<file path="src/logic/parity_log_pkg.sv">
// Constants, register map and carrier types for the memory parity error logger.
// Assumes a single 20 MHz system clock and a simple strobe register port.
package parity_log_pkg;

  localparam int          ADDR_W           = 32;
  localparam int          DATA_W           = 32;
  // Register map (byte addresses)
  localparam logic [31:0] ERR_ADDR_OFS     = 32'h1fa40000;
  localparam logic [31:0] PAR_STATUS_OFS   = 32'h1faa0005;
  localparam logic [31:0] CLR_STROBE_BASE  = 32'h1faa0000;
  localparam logic [31:0] CLR_STROBE_MASK  = 32'hfffffff0;
  localparam logic [31:0] INT_STATUS_OFS   = 32'h1faa0100;
  localparam logic [31:0] INT_MASK_OFS     = 32'h1faa0104;
  localparam logic [31:0] ADDR_CLEAR_OFS   = 32'h1faa0108;
  // Status and error-address field positions
  localparam int          BYTE_FLAG_LSB    = 20;
  localparam int          ACC_FLAG_LSB     = 16;
  localparam int          DEV_NIBBLE_LSB   = 28;
  // Access-type flag indices, equal to the clear-strobe nibble
  localparam int          ACC_GRAPHICS_DMA_ACCESS_FLAG         = 0;
  localparam int          ACC_DMA          = 1;
  localparam int          ACC_CPU          = 2;
  localparam int          ACC_VME          = 3;
  localparam logic [3:0]  ACC_RESET        = 4'h0;
  localparam logic [3:0]  BYTE_RESET       = 4'h0;
  localparam logic [3:0]  INT_MASK_RESET   = 4'h0;
  localparam logic [31:0] ADDR_RESET       = 32'h00000000;

  typedef enum logic [3:0] {
    MST_GRAPHICS_DMA_ACCESS_FLAG = 4'b0001,
    MST_DMA  = 4'b0010,
    MST_CPU  = 4'b0100,
    MST_VME  = 4'b1000
  } master_t;

  // One checked memory read, as reported by the memory controller
  typedef struct packed {
    logic                 valid;
    master_t              master;
    logic [ADDR_W-1:0]    addr;
    logic [3:0]           dev;       // One-hot multiplexer device: audio,printer,ethernet,scsi
    logic [3:0]           byte_err;  // Bit 3 is byte 0 in the status layout
  } mem_check_t;

  typedef struct packed {
    logic                 wr;
    logic                 rd;
    logic [ADDR_W-1:0]    addr;
    logic [DATA_W-1:0]    wdata;
  } reg_req_t;

endpackage : parity_log_pkg

</file>
<file path="src/logic/parity_error_logger.sv">
// Memory parity error logger: address capture, sticky status, bus error replies.
// Assumes the memory controller reports each checked read on SYS_CLK_I as one valid cycle.
//
// The strobed register port was left to the implementer.
`timescale 1ns/100ps
module parity_error_logger (
  input  wire logic                       SYS_CLK_I,
  input  wire logic                       SRST_I,
  input  wire parity_log_pkg::mem_check_t CHECK_I,
  input  wire parity_log_pkg::reg_req_t   REG_I,
  output logic [31:0]                     RDATA_O,
  output logic                            CPU_BUS_ERR_O,
  output logic                            VME_BUS_ERR_O,
  output logic                            IRQ_O
);
  import parity_log_pkg::*;

  logic        rd_status;
  logic        rd_addr;
  logic        rd_istat;
  logic        rd_imask;
  logic [3:0]  clr_acc;
  logic        wr_istat;
  logic        wr_imask;
  logic        wr_addr_clr;
  logic        rd_unmapped;

  logic [31:0] err_addr_r;
  logic        addr_held_r;
  logic [3:0]  byte_flags_r;
  logic [3:0]  acc_flags_r;
  logic [3:0]  int_stat_r;
  logic [3:0]  int_mask_r;
  logic [31:0] rdata_nxt;
  logic        err_now;
  logic [3:0]  acc_set;

  parity_reg_port u_port (
    .clk_i        (SYS_CLK_I),
    .rst_i        (SRST_I),
    .req_i        (REG_I),
    .rd_status_o  (rd_status),
    .rd_addr_o    (rd_addr),
    .rd_istat_o   (rd_istat),
    .rd_imask_o   (rd_imask),
    .clr_acc_o    (clr_acc),
    .wr_istat_o   (wr_istat),
    .wr_imask_o   (wr_imask),
    .wr_addr_clr_o(wr_addr_clr),
    .rd_unmapped_o(rd_unmapped)
  );

  always_comb begin
    err_now = CHECK_I.valid && (CHECK_I.byte_err != 4'h0);
    acc_set = err_now ? CHECK_I.master : 4'h0;
  end

  // Address capture; held until software writes the re-arm register
  always_ff @(posedge SYS_CLK_I) begin
    if (SRST_I) begin
      err_addr_r  <= ADDR_RESET;
      addr_held_r <= 1'b0;
    end else if (err_now && !addr_held_r) begin
      addr_held_r <= 1'b1;
      if (CHECK_I.master == MST_DMA) begin
        err_addr_r <= {CHECK_I.dev, CHECK_I.addr[DEV_NIBBLE_LSB-1:0]};
      end else begin
        err_addr_r <= CHECK_I.addr;
      end
    end else if (wr_addr_clr) begin
      addr_held_r <= 1'b0;
    end
  end

  // Byte flags: latest error wins, cleared with any access flag clear
  always_ff @(posedge SYS_CLK_I) begin
    if (SRST_I) begin
      byte_flags_r <= BYTE_RESET;
    end else if (err_now) begin
      byte_flags_r <= CHECK_I.byte_err;
    end else if (clr_acc != 4'h0) begin
      byte_flags_r <= BYTE_RESET;
    end
  end

  // Sticky access-type flags, set beats clear
  always_ff @(posedge SYS_CLK_I) begin
    if (SRST_I) begin
      acc_flags_r <= ACC_RESET;
    end else begin
      acc_flags_r <= (acc_flags_r & ~clr_acc) | acc_set;
    end
  end

  // Bus error replies in the cycle after the failing read; DMA gets none
  always_ff @(posedge SYS_CLK_I) begin
    if (SRST_I) begin
      CPU_BUS_ERR_O <= 1'b0;
      VME_BUS_ERR_O <= 1'b0;
    end else begin
      CPU_BUS_ERR_O <= err_now && (CHECK_I.master == MST_CPU);
      VME_BUS_ERR_O <= err_now && (CHECK_I.master == MST_VME);
    end
  end

  // Interrupt status: one sticky bit per access type, write one to clear
  always_ff @(posedge SYS_CLK_I) begin
    if (SRST_I) begin
      int_stat_r <= 4'h0;
    end else if (wr_istat) begin
      int_stat_r <= (int_stat_r & ~REG_I.wdata[3:0]) | acc_set;
    end else begin
      int_stat_r <= int_stat_r | acc_set;
    end
  end

  always_ff @(posedge SYS_CLK_I) begin
    if (SRST_I) begin
      int_mask_r <= INT_MASK_RESET;
    end else if (wr_imask) begin
      int_mask_r <= REG_I.wdata[3:0];
    end
  end

  always_ff @(posedge SYS_CLK_I) begin
    if (SRST_I) begin
      IRQ_O <= 1'b0;
    end else begin
      IRQ_O <= |(int_stat_r & int_mask_r);
    end
  end

  always_comb begin
    rdata_nxt = 32'h00000000;
    if (rd_status) begin
      rdata_nxt[BYTE_FLAG_LSB+3:BYTE_FLAG_LSB] = byte_flags_r;
      rdata_nxt[ACC_FLAG_LSB+3:ACC_FLAG_LSB]   = acc_flags_r;
    end else if (rd_addr) begin
      rdata_nxt = err_addr_r;
    end else if (rd_istat) begin
      rdata_nxt[3:0] = int_stat_r;
    end else if (rd_imask) begin
      rdata_nxt[3:0] = int_mask_r;
    end else if (rd_unmapped) begin
      rdata_nxt = 32'h00000000;
    end
  end

  always_ff @(posedge SYS_CLK_I) begin
    if (SRST_I) begin
      RDATA_O <= 32'h00000000;
    end else begin
      RDATA_O <= rdata_nxt;
    end
  end
endmodule // parity_error_logger

</file>
<file path="src/logic/parity_reg_port.sv">
// Register port decode for the parity error logger.
// Assumes one-cycle read and write strobes on the system clock, never together.
`timescale 1ns/100ps
module parity_reg_port (
  input  wire logic                   clk_i,
  input  wire logic                   rst_i,
  input  wire parity_log_pkg::reg_req_t req_i,
  output logic                        rd_status_o,
  output logic                        rd_addr_o,
  output logic                        rd_istat_o,
  output logic                        rd_imask_o,
  output logic [3:0]                  clr_acc_o,
  output logic                        wr_istat_o,
  output logic                        wr_imask_o,
  output logic                        wr_addr_clr_o,
  output logic                        rd_unmapped_o
);
  import parity_log_pkg::*;

  function automatic logic hit(input logic [31:0] a, input logic [31:0] ofs);
    hit = (a == ofs);
  endfunction

  logic clr_hit;

  always_comb begin
    clr_hit       = ((req_i.addr & CLR_STROBE_MASK) == CLR_STROBE_BASE) && (req_i.addr[3:2] == 2'b00);
    rd_status_o   = req_i.rd && hit(req_i.addr, PAR_STATUS_OFS);
    rd_addr_o     = req_i.rd && hit(req_i.addr, ERR_ADDR_OFS);
    rd_istat_o    = req_i.rd && hit(req_i.addr, INT_STATUS_OFS);
    rd_imask_o    = req_i.rd && hit(req_i.addr, INT_MASK_OFS);
    clr_acc_o     = 4'h0;
    if (req_i.rd && clr_hit) begin
      clr_acc_o[req_i.addr[1:0]] = 1'b1;
    end
    wr_istat_o    = req_i.wr && hit(req_i.addr, INT_STATUS_OFS);
    wr_imask_o    = req_i.wr && hit(req_i.addr, INT_MASK_OFS);
    wr_addr_clr_o = req_i.wr && hit(req_i.addr, ADDR_CLEAR_OFS);
    rd_unmapped_o = req_i.rd && !(rd_status_o || rd_addr_o || rd_istat_o || rd_imask_o || clr_hit);
  end

  // Unused clock and reset kept so the port can later register its decode
  logic unused_r;
  always_ff @(posedge clk_i) begin
    if (rst_i) begin
      unused_r <= 1'b0;
    end else begin
      unused_r <= 1'b0;
    end
  end
endmodule // parity_reg_port

</file>
<file path="config.mk">
export PLATFORM = sky130hd
export DESIGN_NAME = parity_error_logger
export DESIGN_NICKNAME = d
export VERILOG_FILES = /design/src/logic/parity_log_pkg.sv /design/src/logic/parity_error_logger.sv /design/src/logic/parity_reg_port.sv
export SDC_FILE = /design/constraint.sdc
export NUM_CORES = 1
export LEC_CHECK = 0
export ABC_CLOCK_PERIOD_IN_PS = 2500
export BUFFER_PORTS_ARGS = -buffer_cell sky130_fd_sc_hd__buf_2
export CORE_MARGIN = 2
export CORE_UTILIZATION = 45
export DETAILED_ROUTE_END_ITERATION = 10
export GPL_ROUTABILITY_DRIVEN = 0
export GPL_TIMING_DRIVEN = 0
export PLACE_DENSITY_LB_ADDON = 0.25
export SLEW_MARGIN = 15
export SYNTH_ARGS = -nofsm -noshare
export SYNTH_HDL_FRONTEND = slang
export SYNTH_SLANG_ARGS = --single-unit
</file>
<file path="constraint.sdc">
create_clock -name SYS_CLK_I -period 2.5 [get_ports SYS_CLK_I]
set_input_delay 0.625 -clock SYS_CLK_I [delete_from_list [all_inputs] [get_ports SYS_CLK_I]]
set_output_delay 0.625 -clock SYS_CLK_I [all_outputs]
set_load 0.02 [all_outputs]
</file>
## Word-level counts from Yosys, hierarchy flattened

Index checks and enable logic that the tools add are counted.

| word-level totals | value |
|---|---|
| input port bits | 113 |
| word-level logic and storage cells | 69 |
| flip-flop bits (word level) | 84 |
| output and inout port bits | 35 |

| cells by class | value |
|---|---|
| reduce and logical (&&, ||, !) cells | 23 |
| bitwise logic cells | 9 |
| order comparisons | 2 |
| muxes and demuxes | 14 |
| equality and inequality tests | 9 |

Operator list:

| operator | number |
|---|---|
| $eq A32 B29 Y1 const B | 5 |
| $mux W32 | 1 |
| $eq A28 B25 Y1 const B | 1 |
| $mux W4 | 7 |
| $mux W24 | 1 |
| $logic_and A1 B1 Y1 | 14 |
| $and A4 B4 Y4 | 3 |
| $or A4 B4 Y4 | 3 |
| $mux W8 | 1 |
| $not A4 Y4 | 2 |
| $reduce_bool A4 Y1 | 2 |
| $eq A4 B2 Y1 const B | 1 |
| $eq A4 B3 Y1 const B | 1 |
| $eq A4 B4 Y1 const B | 1 |
| $reduce_bool A2 Y1 | 2 |
| $reduce_or A4 Y1 | 1 |
| $lt A2 B3 Y1 const B | 1 |
| $mux W1 | 3 |
| $reduce_or A3 Y1 | 1 |
| $demux W1 S2 | 1 |
| $ge A2 B1 Y1 const B | 1 |
| $logic_not A2 Y1 | 1 |
| $reduce_or A2 Y1 | 1 |
| $logic_not A1 Y1 | 1 |
| $not A1 Y1 | 1 |

## Depth between registers and ports, before layout

| logic depth | value |
|---|---|
| depth in word-level cells | 8 |
| mapped depth | 7 |
| mapped depth without buffers | 4 |

## Hierarchy

Synthesis repeated with hierarchy kept, for this count alone.

| second synthesis, totals | value |
|---|---|
| cell total of the unflattened synthesis | 368 |
| area, all modules | 3487.1 um^2 |

By module, submodules not included:

| module | cells an instance | times used | area each (um^2) |
|---|---|---|---|
| parity_error_logger | 328 | 1 | 3188.1 |
| parity_reg_port | 40 | 1 | 299.0 |

## Worst setup path after synthesis

OpenSTA, ideal clock, no wires.

| path | value |
|---|---|
| path type | input-to-reg |
| start | in REG_I[61] (netlist name) |
| end | reg RDATA_O[19] |
| slack | 0.562 ns |
| cell stages on the path | 5 |
| arrival | 1.877 ns |
| data required time | 2.439 ns |
| path through | nand3b_4 or4_4 nor4_4 buf_6 a32o_1 |

| between the ends | value |
|---|---|
| cells in the longest elaborated chain, start to end | 4 |
| elaborated cells on any way between the ends | 6 |
| classes of those cells | 2 x eq/ne; 2 x mux; 2 x reduce/logical |

RTL lines:

| item | RTL line | text |
|---|---|---|
| start: declaration | parity_error_logger.sv:10 | `input wire parity_log_pkg::reg_req_t REG_I,` |
| $eq A32 B29 Y1 | parity_reg_port.sv:21 | `hit = (a == ofs);` |
| $logic_and A1 B1 Y1 | parity_reg_port.sv:29 | `rd_addr_o = req_i.rd && hit(req_i.addr, ERR_ADDR_OFS);` |
| $mux W24 | parity_error_logger.sv:138 | `end else if (rd_addr) begin` |
| $mux W8 (*) | parity_error_logger.sv:135 | `if (rd_status) begin` |
| end signal: assignment | parity_error_logger.sv:153 | `RDATA_O <= rdata_nxt;` |
| end: declaration | parity_error_logger.sv:11 | `output logic [31:0] RDATA_O,` |

Every way passes the cells marked *; elsewhere a longest branch is shown, timed or not.
A chain may end at the register's enable or synchronous reset.

## Final worst setup path

| path | value |
|---|---|
| start | in REG_I[38] (netlist name) |
| end | reg RDATA_O[19] |

The elaborated chain is that of the path after synthesis.

==> impl_metrics.ini <==
[routing]
drt-vias-per-instance = 5.17
drt_iter0_markers = 114
dr.pass1.iters = 4
routed_wl_um = 7910
drc_errors = 0
vias = 2955
antenna_left = 0
avgRoutedWirePerCell_um = 13.8

[yosys]
synth_seq_area_share = 0.519
synth_compound_area_frac = 0.140
synth_xor_area_frac = 0
synth_area_sq_um = 3240
synth.avg_cell_area_sq_um = 9.48
synth_warnings = 0
synth_top_area_cell = dfxtp_1
synth_cells = 342
synth_cell_types = 42
yosysTopAreaCellShare = 0.519
synth_top_family_by_area = simple AND/OR/NAND/NOR gates
synth_nets = 455
yosys-top-cells-area = dfxtp_1, nand2_1, a21oi_1, and2_1, mux2i_1
synth_adder_area_share = 0
synth-simple-area-share = 0.269
postSynthRegisterBits = 84
synth.area.mux_share = 0.0386

[place]
portBuffers = 118
dp.cells = 556
dp_hpwl_um = 6000
place_area_sq_um = 3950

[die]
dieArea_sq_um = 7900
io_pins = 148
dieWidth_um = 88.9
die_y_um = 88.9
coreArea_sq_um = 6870
start_util = 0.472
fp-row-count = 30

[global_route]
grt_max_degree = 16
track_usage = 0.204
grt_pass1_wl_um = 12400
antenna_found_initial = 0
globalRoute.totalOverflow = 0
grt_pass1_vias = 2678

[clocking]
cts_tree = built
numCtsBuffers = 9
ctsResizeCount = 0
cts.clk_slew.worst_paths_ns = 0.09
numClockSinks = 84
htreeDepth = 3
cts_root_buf = clkbuf_8
clk_latency_ns = 0.36
clockBufferDepth = 2
holdBufCountCts = 0
post_cts_buffers = 0

[cells_and_area]
most-common-layout-cells = buf_2, dfxtp_1, nand2_1
drive_gt1_frac = 0.328
seqCellArea_sq_um = 1680
post-route-cell-area_sq_um = 4150
synthToLayoutAreaGrowth_pct = 28.0
layoutNonFillerInstCount = 572
final_common_cell = buf_2
diodes = 0
multi_input_area_sq_um = 1450
nNetsFinal = 584
n_fill_cell = 654

[sta]
slew_violations = 0
rsz0062_at_grt = false
setup_violations = 0
worstMarginPinSlew_ns = 0.813
clock_skew_ns = 0.00837
finalHoldViolCount = 0
max_slew_margin = 0.457
max_freq_ghz = 0.516
finalCritPeriodShare = 0.776
finalCriticalPeriod_ns = 1.94
finalSetupTns_ns = 0

[power]
internal_power_mw = 1.96
vdd_drop_max_v = 0.000295
p_seq_frac = 0.538
comb_power_share = 0.090
finalPower_mw = 2.62
p_clk_frac = 0.371
power_density_nw_per_um2 = 631
p_switching_mw = 0.664
p_sw_frac = 0.254
p_leak_nw = 1.81

[setup_path]
cp_top_family = simple AND/OR/NAND/NOR gates
worst_setup_path_end_kind = flip-flop
cp-start-kind = input pin
startpoint = REG_I[38]
path_depth = 6
required_ns = 2.80
r2r_cells = 4
critPathBufInv = 2
slowest_delay_ns = 0.50
crit_path_max_fanout = 10
cp_cell_sequence = buf_2 > nor4_2 > nand3_1 > nor4_4 > buf_6 > a32o_1
crit_slowest_cell = nor4_2
path_class = input pin to flip-flop
reg2reg_from = addr_held_r$_SDFFE_PP0P_
cp.arrival_ns = 2.24

[run]
cap_viol_max_count = 0

[hold_path]
min-delay-start = err_addr_r[26]$_SDFFE_PP0P_
hp-class = flip-flop to flip-flop
hold_depth = 2

[outcome]
outcome = finished clean
worst paths after layout:
check	slack [ns]	to
setup reg to reg	0.82	err_addr_r[18]$_SDFFE_PP0P_
hold / removal	0.45	err_addr_r[26]$_SDFFE_PP0P_
setup / recovery	0.56	RDATA_O[19]$_SDFF_PP0_
hold reg to reg	0.45	err_addr_r[26]$_SDFFE_PP0P_
metrics by stage:
stage / util / worst slack (ns) / hold slack (ns)
after detailed placement: 0.576 / 0.178 / 0.441
after floorplan: - / 0.562 / 0.430
final: 0.605 / 0.561 / 0.453
after CTS: 0.605 / 0.556 / 0.454
after global placement: 0.576 / 0.238 / 0.436
after global routing: 0.605 / 0.422 / 0.454
kinds of logic (layout without fill, tap and decap cells):
group                  Yosys count  in the layout
AND/OR/NAND/NOR                156            156
flip-flops                      84             84
AO/OA/AOI/OAI                   68             68
buffers and inverters           22            156
multiplexers                    12             12
area by class of cell:
| class | instances | share of cell area |
|---|---|---|
| inverter | 1 | 0.000904 |
| multi-input combinational | 236 | 0.350 |
| sequential | 84 | 0.405 |
| timing repair buffer | 118 | 0.142 |
| buffer | 21 | 0.0250 |
| tap | 96 | 0.0289 |
| clock buffer | 9 | 0.0298 |
| clock inverter | 7 | 0.0181 |
synthesized netlist by cell type:
cell type / instances
nand4b_1: 1
and3b_1: 1
nor2b_1: 3
nor3b_1: 3
a22oi_1: 4
buf_4: 3
a31oi_1: 2
o41ai_2: 1
and4bb_1: 1
nand4_1: 11
nor4b_2: 1
nor4_2: 3
and4_1: 4
nor3_1: 3
a311oi_1: 4
a21oi_1: 35
and2_1: 20
o22ai_1: 4
a211oi_1: 8
nand2b_1: 1
and4b_1: 1
nor4bb_1: 2
nand3b_4: 1
or4_4: 1
a32o_1: 7
inv_1: 1
dfxtp_1: 84
a22o_1: 1
buf_1: 1
o41a_1: 1
nor4_1: 4
nor4_4: 2
nand3_1: 7
mux2i_1: 8
buf_2: 5
clkbuf_1: 11
buf_6: 1
o221a_1: 1
mux2_2: 4
nor2_1: 7
and3_1: 5
nand2_1: 74
metal layers:
| metal | wire length (um) | global-route usage | share of wire | vias up |
|---|---|---|---|---|
| met4 | 126 | 0.0758 | 0.016 | 0 |
| met2 | 3880 | 0.347 | 0.49 | 108 |
| li1 | - | - | - | 1484 |
| met5 | 0 | 0 | 0 | - |
| met1 | 3310 | 0.260 | 0.42 | 1349 |
| met3 | 583 | 0.0360 | 0.074 | 14 |
worst register-to-register path, stage by stage (launching register included):
cell and delay (ns):
dfxtp_1 0.36, nor2_1 0.55, clkbuf_1 0.44, nand2_1 0.11, a21oi_1 0.15
registers in the layout, summed over array words and instances (netlist names):
name           cells
acc_flags_r        4
VME_BUS_ERR_O      1
RDATA_O           32
CPU_BUS_ERR_O      1
int_mask_r         4
addr_held_r        1
err_addr_r        32
IRQ_O              1
byte_flags_r       4
int_stat_r         4
power by group through the flow:
stage          Clock, mW  Combinational [mW]  Sequential, mW
2_1_floorplan          0               0.122            1.43
3_3_place_gp           0               0.230            1.44
3_5_place_dp           0               0.237            1.44
4_1_cts            0.986               0.238            1.41
5_1_grt             1.05               0.264            1.42
6_report           0.973               0.237            1.41
(Power assumes the default switching activity.)
